**config.mk**
```make
export PLATFORM = sky130hd
export DESIGN_NAME = fcs_flash_host
export DESIGN_NICKNAME = d
export VERILOG_FILES = /design/src/fcs_pkg.sv /design/src/fcs_seq_table.sv /design/src/fcs_bus_engine.sv /design/src/fcs_flash_host.sv
export SDC_FILE = /design/constraint.sdc
export NUM_CORES = 1
export LEC_CHECK = 0
export BUFFER_PORTS_ARGS = -buffer_cell sky130_fd_sc_hd__clkbuf_2
export CAP_MARGIN = 10
export CORE_MARGIN = 2
export CORE_UTILIZATION = 25
export DETAILED_ROUTE_END_ITERATION = 10
export PLACE_DENSITY = 0.49
export SLEW_MARGIN = 20
export SYNTH_ARGS = -nofsm -noshare
export SYNTH_HDL_FRONTEND = slang
export SYNTH_SLANG_ARGS = --single-unit
```
**constraint.sdc**
```tcl
create_clock -name core_clk -period 2.7 [get_ports core_clk]
set_input_delay 0.405 -clock core_clk [delete_from_list [all_inputs] [get_ports core_clk]]
set_output_delay 0.405 -clock core_clk [all_outputs]
set_load 0.02 [all_outputs]
```
**src/fcs_pkg.sv**
```systemverilog
package fcs_pkg;

  // ********************************
  // Widths
  // ********************************
  localparam int ADDR_W = 20;
  localparam int DATA_W = 16;

  // ********************************
  // Timing
  // ********************************
  localparam int CLK_PERIOD_PS = 25000;
  localparam int PHASE_NS      = 50;
  localparam int PHASE_CYC     = (PHASE_NS * 1000 + CLK_PERIOD_PS - 1) / CLK_PERIOD_PS;

  // ********************************
  // Register map, byte offsets
  // ********************************
  localparam logic [4:0] REG_CMD    = 5'h00;
  localparam logic [4:0] REG_ADDR   = 5'h04;
  localparam logic [4:0] REG_WDATA  = 5'h08;
  localparam logic [4:0] REG_RDATA  = 5'h0c;
  localparam logic [4:0] REG_STATUS = 5'h10;

  // Status fields
  localparam int ST_BUSY    = 0;
  localparam int ST_DONE    = 1;
  localparam int ST_FAIL    = 2;
  localparam int ST_BYPASS  = 3;
  localparam int ST_SUSP    = 4;
  localparam int ST_OP_IDLE = 5;

  // Status bits on the flash data bus
  localparam int POLL_BIT         = 7;
  localparam int TOGGLE_BIT_ONE   = 6;
  localparam int TIMEOUT_FAIL_BIT = 5;

  // ********************************
  // Command words and addresses
  // ********************************
  localparam logic [10:0] ADR_UNLK1  = 11'h555;
  localparam logic [10:0] ADR_UNLK2  = 11'h2aa;
  localparam logic [10:0] ADR_QUERY  = 11'h055;
  localparam logic [7:0]  CMD_UNLK1  = 8'haa;
  localparam logic [7:0]  CMD_UNLK2  = 8'h55;
  localparam logic [7:0]  CMD_RESET  = 8'hf0;
  localparam logic [7:0]  CMD_IDENT  = 8'h90;
  localparam logic [7:0]  CMD_PROG   = 8'ha0;
  localparam logic [7:0]  CMD_BYPASS = 8'h20;
  localparam logic [7:0]  CMD_BYP_X2 = 8'h00;
  localparam logic [7:0]  CMD_ERASE  = 8'h80;
  localparam logic [7:0]  CMD_SECTOR = 8'h30;
  localparam logic [7:0]  CMD_SUSP   = 8'hb0;
  localparam logic [7:0]  CMD_RESUME = 8'h30;
  localparam logic [7:0]  CMD_QUERY  = 8'h98;
  localparam logic [7:0]  CMD_UNPROT = 8'h77;

  // ********************************
  // Operations
  // ********************************
  typedef enum logic [3:0] {
    OP_READ     = 4'h0,
    OP_RESET    = 4'h1,
    OP_PROGRAM  = 4'h2,
    OP_ERASE    = 4'h3,
    OP_BYPASS   = 4'h4,
    OP_BYP_EXIT = 4'h5,
    OP_ID       = 4'h6,
    OP_SUSPEND  = 4'h7,
    OP_RESUME   = 4'h8,
    OP_QUERY    = 4'h9,
    OP_UNPROT   = 4'ha
  } fcs_op_type;

endpackage

```
**src/fcs_seq_table.sv**
```systemverilog
`timescale 1ns/1ps
module fcs_seq_table
  import fcs_pkg::*;
(
  input  wire fcs_op_type         op,
  input  wire logic               bypass,
  input  wire logic [2:0]         step,
  input  wire logic [ADDR_W-1:0]  uaddr,
  input  wire logic [DATA_W-1:0]  udata,
  output logic      [ADDR_W-1:0]  cyc_addr,
  output logic      [DATA_W-1:0]  cyc_data,
  output logic                    cyc_read,
  output logic                    cyc_last
);

  // ********************************
  // Unlock addresses carry the bank bits
  // ********************************
  wire [ADDR_W-1:0] a1 = {uaddr[ADDR_W-1:11], ADR_UNLK1};
  wire [ADDR_W-1:0] a2 = {uaddr[ADDR_W-1:11], ADR_UNLK2};

  always_comb
  begin
    cyc_addr = a1;
    cyc_data = {8'h00, CMD_RESET};
    cyc_read = 1'b0;
    cyc_last = 1'b0;
    if (step == 3'd0)
    begin
      cyc_data = {8'h00, CMD_UNLK1};
    end
    else if (step == 3'd1)
    begin
      cyc_addr = a2;
      cyc_data = {8'h00, CMD_UNLK2};
    end
    unique case (op)
      OP_READ:
      begin
        cyc_addr = uaddr;
        cyc_read = 1'b1;
        cyc_last = 1'b1;
      end
      OP_RESET, OP_BYP_EXIT:
      begin
        if (bypass)
        begin
          cyc_data = (step == 3'd0) ? {8'h00, CMD_IDENT} : {8'h00, CMD_BYP_X2};
          cyc_last = (step == 3'd1);
        end
        else
        begin
          cyc_data = {8'h00, CMD_RESET};
          cyc_last = 1'b1;
        end
      end
      OP_PROGRAM:
      begin
        if (bypass)
        begin
          cyc_data = {8'h00, CMD_PROG};
          if (step == 3'd1)
          begin
            cyc_addr = uaddr;
            cyc_data = udata;
            cyc_last = 1'b1;
          end
        end
        else if (step == 3'd2)
        begin
          cyc_data = {8'h00, CMD_PROG};
        end
        else if (step == 3'd3)
        begin
          cyc_addr = uaddr;
          cyc_data = udata;
          cyc_last = 1'b1;
        end
      end
      OP_ERASE:
      begin
        if (step == 3'd2)
        begin
          cyc_data = {8'h00, CMD_ERASE};
        end
        else if (step == 3'd3)
        begin
          cyc_data = {8'h00, CMD_UNLK1};
        end
        else if (step == 3'd4)
        begin
          cyc_addr = a2;
          cyc_data = {8'h00, CMD_UNLK2};
        end
        else if (step == 3'd5)
        begin
          cyc_addr = uaddr;
          cyc_data = {8'h00, CMD_SECTOR};
          cyc_last = 1'b1;
        end
      end
      OP_BYPASS, OP_UNPROT:
      begin
        if (step == 3'd2)
        begin
          cyc_data = {8'h00, (op == OP_BYPASS) ? CMD_BYPASS : CMD_UNPROT};
          cyc_last = 1'b1;
        end
      end
      OP_ID:
      begin
        if (step == 3'd2)
        begin
          cyc_data = {8'h00, CMD_IDENT};
        end
        else if (step == 3'd3)
        begin
          cyc_addr = uaddr;
          cyc_read = 1'b1;
        end
        else if (step == 3'd4)
        begin
          cyc_data = {8'h00, CMD_RESET};
          cyc_last = 1'b1;
        end
      end
      OP_SUSPEND:
      begin
        cyc_addr = uaddr;
        cyc_data = {8'h00, CMD_SUSP};
        cyc_last = 1'b1;
      end
      OP_RESUME:
      begin
        cyc_data = {8'h00, CMD_RESUME};
        cyc_last = 1'b1;
      end
      OP_QUERY:
      begin
        cyc_addr = {uaddr[ADDR_W-1:11], ADR_QUERY};
        cyc_data = {8'h00, CMD_QUERY};
        cyc_last = 1'b1;
      end
      default:
      begin
        cyc_data = {8'h00, CMD_RESET};
        cyc_last = 1'b1;
      end
    endcase
  end

endmodule

```
**src/fcs_bus_engine.sv**
```systemverilog
`timescale 1ns/1ps
module fcs_bus_engine
  import fcs_pkg::*;
(
  input  wire logic               core_clk,
  input  wire logic               arst_n,
  input  wire logic               req,
  input  wire logic               req_read,
  input  wire logic [ADDR_W-1:0]  req_addr,
  input  wire logic [DATA_W-1:0]  req_data,
  output logic                    done,
  output logic      [DATA_W-1:0]  rd_data_ff,
  output logic      [ADDR_W-1:0]  fl_addr_ff,
  output logic                    fl_ce_n,
  output logic                    fl_we_n,
  output logic                    fl_oe_n,
  input  wire logic [DATA_W-1:0]  dq_in,
  output logic      [DATA_W-1:0]  dq_out_ff,
  output logic                    dq_oe_n
);

  typedef enum logic [2:0] {
    E_IDLE   = 3'b000,
    E_SETUP  = 3'b001,
    E_STROBE = 3'b010,
    E_HOLD   = 3'b011,
    E_DONE   = 3'b100
  } fcs_eng_type;

  fcs_eng_type state_ff;
  fcs_eng_type nxt_state;
  logic [1:0]  cnt_ff;
  logic        read_ff;
  wire         tick = (cnt_ff == 2'(PHASE_CYC - 1));
  wire         active = (state_ff == E_SETUP) || (state_ff == E_STROBE) || (state_ff == E_HOLD);

  // ********************************
  // Pin decode
  // ********************************
  assign fl_ce_n = !active;
  assign fl_we_n = !((state_ff == E_STROBE) && !read_ff);
  assign fl_oe_n = !((state_ff == E_STROBE) && read_ff);
  assign dq_oe_n = !(active && !read_ff);
  assign done    = (state_ff == E_DONE);

  always_comb
  begin
    nxt_state = state_ff;
    unique case (state_ff)
      E_IDLE:   if (req) nxt_state = E_SETUP;
      E_SETUP:  if (tick) nxt_state = E_STROBE;
      E_STROBE: if (tick) nxt_state = E_HOLD;
      E_HOLD:   if (tick) nxt_state = E_DONE;
      E_DONE:   nxt_state = E_IDLE;
      default:  nxt_state = E_IDLE;
    endcase
  end

  always_ff @(posedge core_clk or negedge arst_n)
  begin
    if (!arst_n)
    begin
      state_ff   <= E_IDLE;
      cnt_ff     <= 2'h0;
      read_ff    <= 1'b0;
      fl_addr_ff <= '0;
      dq_out_ff  <= '0;
      rd_data_ff <= '0;
    end
    else
    begin
      state_ff <= nxt_state;
      cnt_ff   <= (!active || tick) ? 2'h0 : cnt_ff + 2'h1;
      if (state_ff == E_IDLE && req)
      begin
        read_ff    <= req_read;
        fl_addr_ff <= req_addr;
        dq_out_ff  <= req_data;
      end
      if (state_ff == E_STROBE && tick && read_ff)
      begin
        rd_data_ff <= dq_in;
      end
    end
  end
endmodule

```
**src/fcs_flash_host.sv**
```systemverilog
// The register offsets and the Avalon-MM slave port were left to the implementer.
`timescale 1ns/1ps
// Overview of operation
// - All command cycles write, except two reads
// - Reset leaves identification mode or timeout fail
// - Identification read carries the bank address
// - Bypass program only after bypass entry
// - Bypass left only by bypass reset
// - Polling bit may lead; reread for data
module fcs_flash_host
  import fcs_pkg::*;
(
  input  wire logic               core_clk,
  input  wire logic               arst_n,
  input  wire logic [4:0]         avs_address,
  input  wire logic               avs_read,
  input  wire logic               avs_write,
  input  wire logic [31:0]        avs_writedata,
  output logic      [31:0]        avs_readdata,
  output logic                    avs_waitrequest,
  output logic      [ADDR_W-1:0]  fl_addr,
  output logic                    fl_ce_n,
  output logic                    fl_we_n,
  output logic                    fl_oe_n,
  input  wire logic [DATA_W-1:0]  dq_in,
  output logic      [DATA_W-1:0]  dq_out,
  output logic                    dq_oe_n,
  input  wire logic               op_idle_pin
);

  typedef enum logic [2:0] {
    H_IDLE  = 3'b000,
    H_SEQ   = 3'b001,
    H_POLL1 = 3'b010,
    H_POLL2 = 3'b011,
    H_FINAL = 3'b100,
    H_RST   = 3'b101
  } fcs_host_type;

  fcs_host_type      state_ff;
  fcs_host_type      nxt_state;
  fcs_op_type        op_ff;
  logic [2:0]        step_ff;
  logic [ADDR_W-1:0] addr_ff;
  logic [DATA_W-1:0] wdata_ff;
  logic [DATA_W-1:0] rdata_ff;
  logic              done_ff;
  logic              fail_ff;
  logic              bypass_ff;
  logic              susp_ff;
  logic              tog_ff;
  logic              rechk_ff;

  logic [ADDR_W-1:0] tbl_addr;
  logic [DATA_W-1:0] tbl_data;
  logic              tbl_read;
  logic              tbl_last;
  logic              eng_done;
  logic [DATA_W-1:0] eng_rdata;

  // ********************************
  // Register decode
  // ********************************
  wire busy       = (state_ff != H_IDLE);
  wire sel_cmd    = (avs_address == REG_CMD);
  wire sel_addr   = (avs_address == REG_ADDR);
  wire sel_wdata  = (avs_address == REG_WDATA);
  wire sel_rdata  = (avs_address == REG_RDATA);
  wire sel_status = (avs_address == REG_STATUS);
  wire cmd_start  = avs_write && sel_cmd && !busy;
  wire st_clr_w   = avs_write && sel_status;

  assign avs_waitrequest = avs_write && sel_cmd && busy;

  wire [31:0] status_word = {26'h0, op_idle_pin, susp_ff, bypass_ff,
                             fail_ff, done_ff, busy};

  assign avs_readdata = !avs_read  ? 32'h0             :
                        sel_addr   ? {12'h0, addr_ff}  :
                        sel_wdata  ? {16'h0, wdata_ff} :
                        sel_rdata  ? {16'h0, rdata_ff} :
                        sel_status ? status_word       :
                        sel_cmd    ? {28'h0, op_ff}    : 32'h0;

  // ********************************
  // Request to the bus engine
  // ********************************
  wire is_poll   = (state_ff == H_POLL1) || (state_ff == H_POLL2) || (state_ff == H_FINAL);
  wire req       = (state_ff != H_IDLE);
  wire req_read  = (state_ff == H_SEQ) ? tbl_read : is_poll;
  wire [ADDR_W-1:0] req_addr = (state_ff == H_SEQ) ? tbl_addr : addr_ff;
  wire [DATA_W-1:0] req_data = (state_ff == H_RST) ? {8'h00, CMD_RESET} : tbl_data;
  wire waits_status = (op_ff == OP_PROGRAM) || (op_ff == OP_ERASE);
  wire seq_end      = (state_ff == H_SEQ) && eng_done && tbl_last;
  wire tog_now      = eng_rdata[TOGGLE_BIT_ONE];
  wire toggling     = (tog_now != tog_ff);
  wire fail_now     = eng_rdata[TIMEOUT_FAIL_BIT];

  fcs_seq_table u_table (
    .op       (op_ff),
    .bypass   (bypass_ff),
    .step     (step_ff),
    .uaddr    (addr_ff),
    .udata    (wdata_ff),
    .cyc_addr (tbl_addr),
    .cyc_data (tbl_data),
    .cyc_read (tbl_read),
    .cyc_last (tbl_last)
  );

  fcs_bus_engine u_engine (
    .core_clk   (core_clk),
    .arst_n     (arst_n),
    .req        (req),
    .req_read   (req_read),
    .req_addr   (req_addr),
    .req_data   (req_data),
    .done       (eng_done),
    .rd_data_ff (eng_rdata),
    .fl_addr_ff (fl_addr),
    .fl_ce_n    (fl_ce_n),
    .fl_we_n    (fl_we_n),
    .fl_oe_n    (fl_oe_n),
    .dq_in      (dq_in),
    .dq_out_ff  (dq_out),
    .dq_oe_n    (dq_oe_n)
  );

  // ********************************
  // Sequencer
  // ********************************
  always_comb
  begin
    nxt_state = state_ff;
    unique case (state_ff)
      H_IDLE:
        if (cmd_start) nxt_state = H_SEQ;
      H_SEQ:
        if (seq_end) nxt_state = waits_status ? H_POLL1 : H_IDLE;
      H_POLL1:
        if (eng_done) nxt_state = H_POLL2;
      H_POLL2:
        if (eng_done)
        begin
          if (!toggling) nxt_state = H_FINAL;
          else if (rechk_ff) nxt_state = H_RST;
          else nxt_state = H_POLL1;
        end
      H_FINAL:
        if (eng_done) nxt_state = H_IDLE;
      H_RST:
        if (eng_done) nxt_state = H_IDLE;
      default:
        nxt_state = H_IDLE;
    endcase
  end

  always_ff @(posedge core_clk or negedge arst_n)
  begin
    if (!arst_n)
    begin
      state_ff <= H_IDLE;
      step_ff  <= 3'h0;
      op_ff    <= OP_READ;
      addr_ff  <= '0;
      wdata_ff <= '0;
      tog_ff   <= 1'b0;
      rechk_ff <= 1'b0;
    end
    else
    begin
      state_ff <= nxt_state;
      if (cmd_start)
      begin
        op_ff   <= fcs_op_type'(avs_writedata[3:0]);
        step_ff <= 3'h0;
      end
      else if (state_ff == H_SEQ && eng_done)
      begin
        step_ff <= step_ff + 3'h1;
      end
      if (avs_write && sel_addr && !busy)
      begin
        addr_ff <= avs_writedata[ADDR_W-1:0];
      end
      if (avs_write && sel_wdata && !busy)
      begin
        wdata_ff <= avs_writedata[DATA_W-1:0];
      end
      if (state_ff == H_POLL1 && eng_done)
      begin
        tog_ff <= tog_now;
      end
      if (seq_end)
      begin
        rechk_ff <= 1'b0;
      end
      else if (state_ff == H_POLL2 && eng_done && toggling && fail_now)
      begin
        rechk_ff <= 1'b1;
      end
    end
  end

  // ********************************
  // Results and mode flags
  // ********************************
  wire done_set = eng_done && ((state_ff == H_FINAL) || (seq_end && !waits_status));
  wire fail_set = eng_done && (state_ff == H_RST);
  wire rd_take  = eng_done && (((state_ff == H_SEQ) && tbl_read) || (state_ff == H_FINAL));
  wire byp_exit = seq_end && (op_ff == OP_RESET || op_ff == OP_BYP_EXIT) && bypass_ff;

  always_ff @(posedge core_clk or negedge arst_n)
  begin
    if (!arst_n)
    begin
      done_ff   <= 1'b0;
      fail_ff   <= 1'b0;
      bypass_ff <= 1'b0;
      susp_ff   <= 1'b0;
      rdata_ff  <= '0;
    end
    else
    begin
      done_ff <= done_set || (done_ff && !(st_clr_w && avs_writedata[ST_DONE]));
      fail_ff <= fail_set || (fail_ff && !(st_clr_w && avs_writedata[ST_FAIL]));
      if (rd_take)
      begin
        rdata_ff <= eng_rdata;
      end
      if (seq_end && op_ff == OP_BYPASS)
      begin
        bypass_ff <= 1'b1;
      end
      else if (byp_exit)
      begin
        bypass_ff <= 1'b0;
      end
      if (seq_end && op_ff == OP_SUSPEND)
      begin
        susp_ff <= 1'b1;
      end
      else if (seq_end && op_ff == OP_RESUME)
      begin
        susp_ff <= 1'b0;
      end
    end
  end
endmodule

```
* Yosys cells after proc, flatten, opt, wreduce, memory -nomap -nowiden *
Index checks and enable logic that the tools add are counted.

storage, ports and cells
  bits in latches = 0
  input port bits = 58
  output and inout port bits = 73
  memories = 0
  word-level logic and storage cells = 205
  ROM bits = 0
  RAM bits = 0
  register bits = 126

operators by class
  bitwise gates (word level) = 0
  equal/unequal tests = 39
  reductions and logical operators = 70
  multiplexer cells = 76
  divide/modulo/power cells = 0
  $lt $le $gt $ge = 0
  $mul = 0
  $add $sub $neg = 2
  shifts and indexed selects = 0

operators with widths
  operator                                                                count
  16-bit two-way mux                                                      17
  16-bit one-hot mux with 9 select lines                                  1
  11-bit two-way mux                                                      11
  11-bit one-hot mux with 5 select lines                                  1
  20-bit two-way mux                                                      2
  3-bit two-way mux                                                       13
  1-bit logical AND                                                       34
  1-bit two-way mux                                                       20
  3-bit by 2-bit equality test with 1-bit output (second input constant)  6
  4-bit by 3-bit equality test with 1-bit output (second input constant)  4
  8-bit two-way mux                                                       2
  3-bit equality test (second input constant)                             5
  3-bit one-hot mux with 5 select lines                                   1
  4-bit equality test (second input constant)                             3
  3-bit one-hot mux with 4 select lines                                   1
  1-bit logical OR                                                        11
  5-bit by 4-bit equality test with 1-bit output (second input constant)  2
  2-bit != test (second input constant)                                   5
  3-bit by 1-bit equality test with 1-bit output (second input constant)  3
  1-bit zero test                                                         9
  3-bit zero test                                                         3
  4-bit by 2-bit equality test with 1-bit output (second input constant)  2
  2-bit by 1-bit != test with 1-bit output (second input constant)        4
  2-bit nonzero test                                                      4
  other kinds (19)                                                        23

* Logic depth before layout (Yosys ltp) *
Gate-level depths: netlist of the first run.

  depth after elaboration = 11
  depth in mapped cells = 8
  gate-level depth less buffers = 7

* Modules after synthesis *
A second synthesis of the first run with hierarchy kept.

second synthesis, totals
  cell total of the unflattened synthesis = 761
  area, all modules = 7,980.2 µm²

modules (own cells, without submodules)
  module          area each (µm²)  cells each  instances
  fcs_flash_host  3,871.2          348         1
  fcs_bus_engine  2,287.2          136         1
  fcs_seq_table   1,821.7          277         1

* Worst setup path before layout of the first run *
No wires, ideal clock.

  path kind = reg-to-reg
  from = register step_ff[2]
  to = register u_engine.fl_addr_ff[8]
  path slack = 0.471 ns
  cell stages (with the launch flop) = 9
  arrival time = 2.086 ns
  data required time = 2.557 ns
  period minus slack after synthesis = 2.229 ns
  buffers on the path = 1
  cell sequence = dfrtp_1 -> buf_4 -> clkinv_1 -> ha_1 -> clkinv_1 -> nor2_1 -> o32ai_1 -> a2111oi_0 -> o22ai_1

between the ends
  cells in the longest elaborated chain, start to end = 9
  elaborated cells on any way between the ends = 18
  those cells by class = eq/ne (5); mux (12); reduce/logical (1)

RTL lines
  item                                            line                                      RTL
  from (decl)                                     fcs_flash_host.sv:43                      logic [2:0] step_ff;
  from (signal assigned)                          fcs_flash_host.sv:180                     step_ff <= step_ff + 3'h1;
  3-bit by 1-bit equality test with 1-bit output  fcs_seq_table.sv:32, fcs_seq_table.sv:62
  11-bit two-way mux                              fcs_seq_table.sv:32                       else if (step == 3'd1)
  11-bit two-way mux                              fcs_seq_table.sv:28                       if (step == 3'd0)
  11-bit two-way mux                              fcs_seq_table.sv:95                       else if (step == 3'd5)
  11-bit two-way mux                              fcs_seq_table.sv:90                       else if (step == 3'd4)
  11-bit two-way mux                              fcs_seq_table.sv:86                       else if (step == 3'd3)
  11-bit two-way mux                              fcs_seq_table.sv:82                       if (step == 3'd2)
  11-bit one-hot mux with 5 select lines *        fcs_seq_table.sv:37                       unique case (op)
  11-bit two-way mux *                            fcs_flash_host.sv:91                      wire [ADDR_W-1:0] req_addr = (state_ff == H_SEQ) ? tbl_addr : addr_ff;
  to (signal assigned)                            fcs_bus_engine.sv:77                      fl_addr_ff <= req_addr;
  to (decl)                                       fcs_bus_engine.sv:13                      output logic [ADDR_W-1:0] fl_addr_ff,

Mark *: on every way between the ends. The rest lies on a longest branch, timed or not.
A chain may end at the register's enable or synchronous reset.

* Worst setup path in the final report of the first run *
  from = register step_ff[0]
  to = register u_engine.fl_addr_ff[6]

The elaborated chain is that of the path after synthesis.

==> metrics, run 1 <==
crit path launch=step_ff[0]; Warnings, synthesis=0; Mapped Area=7127 um2; period utilisation layout=0.9136; reg-to-reg startpoint=step_ff[0]; total chip power=6.408 mW; commonest non-fill, non-tap cell in the layout=dfrtp_1; I/O Pins=131; critical path data required time=2.97 ns; Synth async-reset ratio=1.000; CP Class=register to register; vias=6,015; Max rail drop VDD=380.2 uV; synthesized instance count=707; Final ANT Viol Nets=0; outcome=complete, no violations; Seq cells post-synth=126; Post-CTS Hold Fix Bufs=1; H-tree depth=4; post-CTS setup buffer count=0; Starting DRT DRC Count=438; Final Hold Vio Count=0; layout cell share with drive strength beyond 1=0.3305; multiplexer area fraction after synthesis=0.1331; Synth-to-Final Area Change=22.89%; Clock Tree Root=clkbuf_16; Reg clk slew, reported paths=0.06 ns; leakage power=4.033 nW; post-synthesis xor/xnor area fraction=0.004916; post-synth cell types=77; max-slew headroom at the worst pin=0.3881; CP Max Fanout=7; placed cells=1,184; Synth Flop Type=dfrtp_1; post-synthesis area per instance=10.08 um2; CTS resizes=0; number of synthesized flops with an enable pin=0; most frequent cells in the layout=dfrtp_1 (126), clkbuf_2 (105), mux2_2 (70); min cycle time layout=2.467 ns; vias in the first global route=6,002; post-detailed-placement half-perimeter wirelength=17.04 mm; final setup violation count=0; CTS tree=yes; post-synthesis simple-gate area fraction=0.1483; total gr overflow=0; first-pass GRT wire length=around 36 mm; HP Class=primary input to register; WHS=0.2131 ns; die area=~30,000 um2; fillers=2,962; initial core utilization=0.2551; Crit. End Element=register; worst skew pair latency=0.42 ns; wirelength, routed=between 20 and 25 mm; DR WL/cell=18.77 um; largest family of logic cells by synthesized area=compound AO/OA/AOI/OAI gates; nets@finish=891; PwrDens=731.6 nW/um2; sequential fraction of the synthesis area=0.4424; largest net degree at the start of global routing=42; width of the die=172.8 um; Worst Skew=0.01055 ns; Layout Cells excl Fill=1,216; number of cell rows=61; f_max=405.4 MHz; Hold Path Origin=dq_in[7]; IO buf count=106; Final Wtd Congestion=0.8733; DRT Pass-1 Iters=5; initial antenna violation count=0; CORE AREA=27,930 um2; post-DR vias/cell=~5; die height=172.8 um; GRT Util Overall=0.1540; CP Data Arrival Time=2.74 ns; Slew Limit Fails=0; complex-gate fraction of the synthesized area=0.1973; RSZ-0062 raised after global routing=no; clk buf depth=2; Residual DRC=0; Clock Sinks=126; worst slew pin tran=0.9082 ns; Critical Path Source Type=register; setup TNS=0 ns; Synth Area in Adders=0.01229; Max Cap Viol=0; cts bufs inserted=17; antenna diode count=0
## power by group
group          switching [mW]  total (mW)  internal (mW)
Sequential              0.216        2.34           2.12
Combinational            1.18        1.85          0.666
Clock                   0.905        2.22           1.31
Total                    2.30        6.41           4.10
## logic make-up (layout without fill, tap and decap cells)
| family | after synthesis | count (layout) |
|---|---|---|
| adder cells (fa/ha/maj) | 7 | 7 |
| XOR/XNOR | 4 | 4 |
| AND/OR/NAND/NOR | 204 | 204 |
| multiplexers | 81 | 81 |
| AO/OA/AOI/OAI | 204 | 204 |
| flip-flops | 126 | 126 |
| buffers and inverters | 80 | 200 |
| other | 1 | 12 |
## stage by stage
step | setup slack (ns) | area, um2 | util
final | 0.2334 | 8758 | 0.3135
after global routing | 0.05107 | 8758 | 0.3135
after detailed placement | 0.2907 | 8183 | 0.2929
after floorplan | 0.4713 | 7168 | -
after CTS | 0.2729 | 8758 | 0.3135
after global placement | 0.2669 | 8183 | 0.2929
## worst max-delay path: stages (launching register included)
cell	delay, ns
dfrtp_1	0.37
inv_1	0.11
ha_1	0.26
or3b_4	0.47
a21oi_4	0.23
o21ai_1	0.17
a2111oi_0	0.56
o22ai_1	0.14
## cell type report
cell class | count | area [um2] | share of cell area
repair buffers | 150 | 915.9 | 0.1046
multi-input cells | 512 | 3580 | 0.4087
inverters | 19 | 71.32 | 0.008143
well taps | 378 | 473.0 | 0.05400
flip-flops and latches | 126 | 3153 | 0.3600
clock inverters | 12 | 112.6 | 0.01286
clock buffers | 19 | 452.9 | 0.05171
## worst paths after layout
kind / end / slack (ns) / cells after the start
worst max-delay path: u_engine.fl_addr_ff[6] / 0.23 / 7
worst min-delay path: u_engine.rd_data_ff[7] / 0.21 / 2
worst max register to register: u_engine.fl_addr_ff[6] / 0.23 / 7
worst min register to register: u_engine.cnt_ff[0] / 0.44 / 1
max in group asynchronous: tog_ff / 1.55 / 3
min in group asynchronous: u_engine.fl_addr_ff[16] / 0.51 / 2
## synth_stat cells (2+ instances only)
cell | number | area, um2
buf_2 | 16 | 80.08
clkbuf_1 | 20 | 75.07
a221o_1 | 3 | 30.03
nand2b_1 | 6 | 37.54
dfrtp_1 | 126 | 3153
o31ai_1 | 6 | 45.04
nor2_2 | 3 | 18.77
a221oi_1 | 11 | 96.34
or3_1 | 5 | 31.28
nand3_1 | 14 | 70.07
a22o_1 | 9 | 78.83
o22a_1 | 2 | 17.52
and3_1 | 13 | 81.33
nor2_1 | 53 | 198.9
nor3_1 | 15 | 75.07
clkinv_1 | 2 | 7.510
a2111oi_0 | 9 | 78.83
nor2b_1 | 7 | 43.79
mux2_4 | 10 | 150.1
ha_1 | 7 | 87.58
a21oi_1 | 46 | 230.2
o41ai_1 | 2 | 17.52
o2111ai_1 | 2 | 17.52
o22ai_1 | 13 | 81.33
a22oi_1 | 22 | 165.2
a21boi_0 | 2 | 15.01
inv_1 | 17 | 63.81
nand3b_1 | 2 | 15.01
and3b_1 | 3 | 26.28
xor2_1 | 2 | 17.52
a21o_1 | 14 | 105.1
and2_1 | 3 | 18.77
a31oi_1 | 6 | 37.54
nand2_1 | 58 | 217.7
o21ai_0 | 34 | 170.2
o21bai_1 | 2 | 15.01
nor3b_1 | 6 | 45.04
xnor2_1 | 2 | 17.52
mux2_2 | 70 | 788.3
o211ai_1 | 3 | 22.52
buf_4 | 18 | 135.1
o21ai_1 | 5 | 25.02
buf_6 | 4 | 45.04
## metal layers
layer | wire (um) | up-vias | GRT usage
met4 | 407 | 0 | 0.04520
li1 | - | 2822 | -
met1 | 11270 | 2946 | 0.2246
met2 | 9988 | 219 | 0.2302
met3 | 1154 | 28 | 0.02946
met5 | 0 | - | 0
## flip-flops by register name (all words and copies together) (netlist names), 2 cells and up
name                 count
addr_ff                 20
u_engine.fl_addr_ff     20
rdata_ff                16
u_engine.dq_out_ff      16
u_engine.rd_data_ff     16
wdata_ff                16
op_ff                    4
state_ff                 3
step_ff                  3
u_engine.state_ff        3
u_engine.cnt_ff          2
Note: power is estimated with default switching activity, not from simulation.
==> inputs of run 2 (changes only) <==
SYNTH_HIERARCHICAL = 1   (was not set)
==> run 2 against run 1 <==
Effect of this change: sequential power is 29% higher; global-route usage is 0.59 points lower; register-to-register slack got worse by 0.07 ns; combinational power increased by 100%; cell area grew 9.5%; count of clock-buffer cells in the layout decreased by 1; die area up 12%; clock skew rose by 0.0091 ns; critical endpoint is now u_engine/dq_out_ff[5]; highest routed layer unchanged.
==> metrics, run 2 <==
Mapped Area=7980 um2 (+12%); Slowest cell on crit path=dfrtp_1; reg2reg path depth=7 (unchanged); sequential power share=0.333 (-0.032); Clock Sinks=126 (unchanged); worst skew pair latency=0.43 ns (about the same); Final ANT Viol Nets=0 (unchanged); Crit. End Element=register; setup TNS=0 ns (unchanged); post-synth cell types=90 (+17%); period utilisation layout=0.9393 (+0.02577); HP Class=primary input to register; metal2 WL=11.15 mm (+12%); cts bufs inserted=17 (unchanged); Final Hold Vio Count=0 (unchanged); reg2reg setup slack=0.16 ns (-0.07 ns); CP Data Arrival Time=2.84 ns (+0.10 ns); post-synth top area share=0.3951 (-0.04731); nets@finish=935 (+4.9%); post-synthesis area per instance=10.49 um2 (+4.0%); Top Metal Used=met4; Post-synth top cells=dfrtp_1 (126), mux2_2 (114), a21oi_1 (50); CP Class=register to register; initial core utilization=0.2535 (-0.001581); antenna diode count=0 (unchanged); Synth async-reset ratio=1.000 (unchanged); Synth Flop Type=dfrtp_1; sequential fraction of the synthesis area=0.3951 (-0.04731); Met1 Wirelength=11.42 mm (+1.3%); vias in the first global route=6,236 (+3.9%); Seq cells post-synth=126 (unchanged); Max rail drop VDD=355.5 uV (-6.5%); Int Power=5.537 mW (+35%); clk buf depth=2 (unchanged); Reg clk slew, reported paths=0.07 ns (about the same); die area=33,370 um2 (+12%); CP peak stage delay=0.58 ns (+0.02 ns); commonest non-fill, non-tap cell in the layout=dfrtp_1; number of cell rows=65 (+6.6%); width of the die=182.7 um (+5.7%); Synth area leaders=dfrtp_1 (40%), mux2_2 (16%), mux2_4 (3.8%); Top Registers=addr_ff (20), u_engine/fl_addr_ff (20); metal3 WL=1.540 mm (+33%); Sw Share=0.3875 (+0.02788); post-CTS setup buffer count=0 (unchanged); I/O Pins=131 (unchanged); DRT Pass-1 Iters=5 (unchanged); Critical Path Source Type=register; GRT Util Overall=0.1481 (-0.005874); Final Wtd Congestion=0.8855 (+1.4%); critical-path cell list=buf_4 -> nor3b_2 -> o21ai_0 -> a222oi_1 -> o211ai_1 -> nand2b_1 -> mux2_2; Combinational Power Share=0.414 (+0.125); Hold Path Origin=dq_in[4]; Max Cap Viol=0 (unchanged); Synth-to-Final Area Change=20.16%; vias=6,282 (+4.4%); Worst Skew=0.01965 ns (+0.009096 ns); worst slew pin tran=0.8078 ns (-0.1004 ns); post-DR vias/cell=4.870 (-1.6%); Clock Tree Root=clkbuf_16; PwrDens=942.7 nW/um2 (+29%); final setup violation count=0 (unchanged); layout cell share with drive strength beyond 1=0.3919 (+0.06134); synthesized instance count=761 (+7.6%); first-pass GRT wire length=37.89 mm (+5.1%); wirelength, routed=24.41 mm (+7.0%); Layout Cells excl Fill=1,290 (+6.1%); Starting DRT DRC Count=411 (-6.2%); Clk pwr share=0.253 (-0.093); placed cells=1,257 (+6.2%); Switch Pwr=3.503 mW (+52%); leakage power=4.310 nW (+6.9%); RSZ-0062 raised after global routing=no; largest net degree at the start of global routing=55 (+31%); post-detailed-placement half-perimeter wirelength=17.79 mm (+4.4%); Residual DRC=0 (unchanged); outcome=complete, no violations; die height=182.7 um (+5.7%); DR WL/cell=18.92 um (+0.84%); Warnings, synthesis=6 (+6); Hold Path Sink=u_engine/rd_data_ff[4]; number of synthesized flops with an enable pin=0 (unchanged); initial antenna violation count=1 (+1); f_max=394.3 MHz (-2.7%); H-tree depth=4 (unchanged); Hold Path Depth=2 (unchanged); min cycle time layout=2.536 ns (+0.06958 ns); max-slew headroom at the worst pin=0.4546 (+0.06647); largest area contributor in the netlist=dfrtp_1; CORE AREA=31,470 um2 (+13%); reg-to-reg startpoint=step_ff[2]; most frequent cell after synthesis=dfrtp_1; Reg-to-Reg End=u_engine/dq_out_ff[5]; critical path data required time=3.00 ns (+0.03 ns); total gr overflow=0 (unchanged); IO buf count=106 (unchanged); CTS tree=yes; CP Max Fanout=15 (+8); Slew Limit Fails=0 (unchanged); most frequent cells in the layout=dfrtp_1 (126), mux2_2 (114), clkbuf_2 (105)
run 2: how the worst max path moves through the flow:
stage	startpoint	depth (start not counted)	slack, ns	endpoint
5_1_grt	step_ff[1]	7	0.02	u_engine/dq_out_ff[5]
2_1_floorplan	op_ff[1]	11	0.07	rdata_ff[10]
6_report	step_ff[2]	7	0.16	u_engine/dq_out_ff[5]
4_1_cts	bypass_ff	4	0.15	avs_readdata[3]
3_5_place_dp	step_ff[2]	7	0.20	u_engine/dq_out_ff[5]
3_3_place_gp	step_ff[1]	7	0.16	u_engine/dq_out_ff[5]
run 2: timing repair:
item	4_1_cts	5_1_grt
resized for setup	0	0
hold buffers	1	0
setup endpoints to repair	0	0
hold endpoints to repair	49	0
run 2: metal layers:
layer | vias up | global-route usage
met4 | 0 | 0.03516
met5 | - | 0
met2 | 207 | 0.2325
met3 | 23 | 0.03253
met1 | 3071 | 0.2072
li1 | 2981 | -
run 2: per-stage QoR:
step / util / power [mW] / cell area (um2) / setup WS (ns) / hold WS (ns)
after CTS: 0.3047 / 9.106 / 9589 / 0.1455 / 0.1893
final: 0.3047 / 9.040 / 9589 / 0.1638 / 0.1997
after floorplan: - / 5.651 / 8021 / 0.07105 / 0.1094
after global routing: 0.3047 / 9.609 / 9589 / 0.02168 / 0.1989
after global placement: 0.2857 / 6.748 / 8994 / 0.1617 / 0.3960
after detailed placement: 0.2857 / 6.781 / 8994 / 0.2039 / 0.3920
run 2: worst max-delay path, delay by kind of cell, from the launching register on:
kind	cells	cell delay, ns
buffers and inverters	1	0.26
DFF	1	0.58
and+or+nand+nor	2	0.66
AOI/OAI and AO/OA	3	0.66
muxes	1	0.26
run 2: area by class of cell:
type                            instances  area, um2
Fill cell                            3267      21880
Multi-Input combinational cell        559       4299
Sequential cell                       126       3153
Timing Repair Buffer                  160       1007
Tap cell                              402      503.0
Clock buffer                           18      439.2
Clock inverter                         14      146.4
Inverter                               11      41.29
run 2: kinds of logic (layout without fill, tap and decap cells):
family	count (synthesis)	after routing	share of synthesized area
xor gates and xnor gates	8	8	0.008781
other	1	12	0.0004699
muxes	146	146	0.2135
adders and majority gates	4	4	0.005644
buffers and inverters	87	203	0.07291
AOI/OAI and AO/OA	169	169	0.1389
and+or+nand+nor	220	220	0.1646
DFF	126	126	0.3951
run 2: power by group through the flow:
stage	Sequential (mW)	Combinational (mW)	Clock, mW
after global routing	3.10	4.07	2.44
after detailed placement	3.05	3.73	0
after CTS	3.02	3.75	2.34
final	3.01	3.74	2.29
after floorplan	3.04	2.61	0
after global placement	3.03	3.71	0
==> inputs of run 3 (changes only) <==
ABC_AREA = 1   (was not set)
==> run 3 against run 2 <==
Effect of this change: clock skew down 0.012 ns; sequential power up 14%; register-to-register slack better by 0.21 ns; sequential share of layout area decreased by 0.58 points; wire length up 4.8%; final cell count up 36%; largest power group unchanged.
==> metrics, run 3 <==
most frequent cell after synthesis=nand2_1; Crit. End Element=register; setup TNS=0 ns (unchanged); post-DR vias/cell=4.404 (-9.6%); Final Hold Vio Count=0 (unchanged); worst slew pin tran=0.8157 ns (+0.007873 ns); leakage power=5.231 nW (+21%); critical path data required time=3.03 ns (+0.03 ns); CORE AREA=32,620 um2 (+3.6%); Starting DRT DRC Count=553 (+35%); critical-path cell list=nor2_1 -> nand2_1 -> nand2_1 -> nor2_1 -> nand3_2 -> nand3_1 -> nand2_1 -> o21ai_0 -> inv_1 -> o21ai_2; GRT Util Overall=0.1504 (+0.002285); first-pass GRT wire length=41.55 mm (+9.7%); Slowest cell on crit path=dfrtp_1; post-synth top area share=0.3791 (-0.01605); wirelength, routed=25.59 mm (+4.8%); Residual DRC=0 (unchanged); Seq cells post-synth=126 (unchanged); post-synth cell types=34 (-62%); HP Class=primary input to async pin; Post-CTS Hold Fix Bufs=0 (-1); Warnings, synthesis=6 (unchanged); CP Class=register to register; f_max=430.4 MHz (+9.2%); sequential power share=0.309 (-0.024); nets@finish=1,361 (+46%); total gr overflow=0 (unchanged); die area=34,750 um2 (+4.1%); commonest non-fill, non-tap cell in the layout=nand2_1; Slew Limit Fails=0 (unchanged); post-detailed-placement half-perimeter wirelength=19.53 mm (+9.8%); Max rail drop VDD=691.4 uV (+94%); CP Data Arrival Time=2.66 ns (-0.18 ns); cell mode on critical path=nand2_1; Switch Pwr=5.202 mW (+48%); CP delay by family, top=simple AND/OR/NAND/NOR gates; Synth area leaders=dfrtp_1 (38%), nand2_1 (18%), inv_1 (6.5%); Synth Flop Type=dfrtp_1; Clock Sinks=126 (unchanged); max-slew headroom at the worst pin=0.4562 (+0.001587); DR WL/cell=14.61 um (-23%); Clock Tree Root=clkbuf_16; DRT Pass-1 Iters=5 (unchanged); Worst Skew=0.007529 ns (-0.01212 ns); fin area=9762 um2 (+1.8%); outcome=complete, no violations; vias in the first global route=7,307 (+17%); worst skew pair latency=0.42 ns (about the same); layout cell share with drive strength beyond 1=0.1985 (-0.1934); CTS resizes=0 (unchanged); die height=186.4 um (+2.0%); CTS tree=yes; post-CTS setup buffer count=0 (unchanged); CP peak stage delay=0.61 ns (+0.03 ns); number of cell rows=66 (+1.5%); Synth-to-Final Area Change=17.36%; I/O Pins=131 (unchanged); placed cell area=9191 um2 (+2.2%); period utilisation layout=0.8605 (-0.07884); sequential fraction of the synthesis area=0.3791 (-0.01605); H-tree depth=4 (unchanged); Post-synth top cells=nand2_1 (398), inv_1 (145), dfrtp_1 (126); width of the die=186.4 um (+2.0%); number of synthesized flops with an enable pin=0 (unchanged); CP Max Fanout=10 (-5); largest net degree at the start of global routing=61 (+11%); WP buf/inv=1 (unchanged); Int Power=5.875 mW (+6.1%); IO buf count=106 (unchanged); Final ANT Viol Nets=0 (unchanged); largest area contributor in the netlist=dfrtp_1; Final Wtd Congestion=0.8744 (-1.3%); post-synthesis area per instance=6.891 um2 (-34%); synthesized instance count=1,207 (+59%); Reg clk slew, reported paths=0.06 ns (about the same); Sw Share=0.4696 (+0.08204); final setup violation count=0 (unchanged); Combinational Power Share=0.485 (+0.071); Clk pwr share=0.206 (-0.047); clk buf depth=2 (unchanged); Synth async-reset ratio=1.000 (unchanged); min cycle time layout=2.323 ns (-0.2129 ns); initial core utilization=0.2550 (+0.001458); vias=7,716 (+23%); cts bufs inserted=17 (unchanged); Top Registers=addr_ff (20), u_engine/fl_addr_ff (20); Max Cap Viol=0 (unchanged); Mapped Area=8318 um2 (+4.2%); antenna diode count=0 (unchanged); PwrDens=1135 nW/um2 (+20%); RSZ-0062 raised after global routing=no; most frequent cells in the layout=nand2_1 (398), inv_1 (145), dfrtp_1 (126); Critical Path Source Type=register; initial antenna violation count=0 (-1)
[run 3: final timing paths]
check	start	to	slack (ns)	cells past startpoint
max	op_ff[2]	u_engine/fl_addr_ff[3]	0.38	10
min	arst_n	u_engine/fl_addr_ff[17]	0.08	1
max reg2reg	op_ff[2]	u_engine/fl_addr_ff[3]	0.38	10
min reg2reg	u_engine/cnt_ff[0]	u_engine/cnt_ff[0]	0.44	1
max in group asynchronous	arst_n	state_ff[0]	1.89	2
min in group core_clk	avs_writedata[16]	addr_ff[16]	0.19	3
[run 3: layout make-up]
cell class	count	area [um2]
Fill cell	3620	22860
Clock buffer	22	484.2
Clock inverter	6	86.33
Timing Repair Buffer	138	810.8
Multi-Input combinational cell	862	4089
Tap cell	442	553.0
Sequential cell	126	3153
Inverter	156	585.6
[run 3: stage by stage]
step                cells  hold slack, ns  setup slack, ns    util  total power [mW]
finish               1752         0.08256           0.3767  0.2993             11.08
global route         1752          0.1607           0.1598  0.2993             12.08
CTS                  1752          0.1097           0.3996  0.2993             11.17
detailed placement   1724          0.4303           0.4078  0.2818             8.835
global placement     1724          0.4215           0.4213  0.2818             8.795
floorplan            1218          0.1094           0.8974       -             7.403
[run 3: cell families after synthesis]
| group | synth area share |
|---|---|
| compound gates | 0.1193 |
| fa+ha+maj | 0.003008 |
| buf+inv | 0.1352 |
| flops | 0.3791 |
| other cells | 0.0004508 |
| simple gates | 0.3630 |
[run 3: routing by layer]
| metal | vias to the layer above | GRT usage | routed length [um] |
|---|---|---|---|
| met5 | - | 0 | 0 |
| met1 | 3510 | 0.2145 | 12570 |
| met4 | 0 | 0.04215 | 404 |
| met2 | 210 | 0.2322 | 11240 |
| met3 | 30 | 0.02746 | 1381 |
| li1 | 3966 | - | - |
[run 3: power by group through the flow]
stage / logic [mW] / clock network, mW / registers [mW]
6_report: 5.37 / 2.28 / 3.42
5_1_grt: 6.13 / 2.41 / 3.54
4_1_cts: 5.42 / 2.34 / 3.42
3_5_place_dp: 5.39 / 0 / 3.45
3_3_place_gp: 5.36 / 0 / 3.44
2_1_floorplan: 3.98 / 0 / 3.42
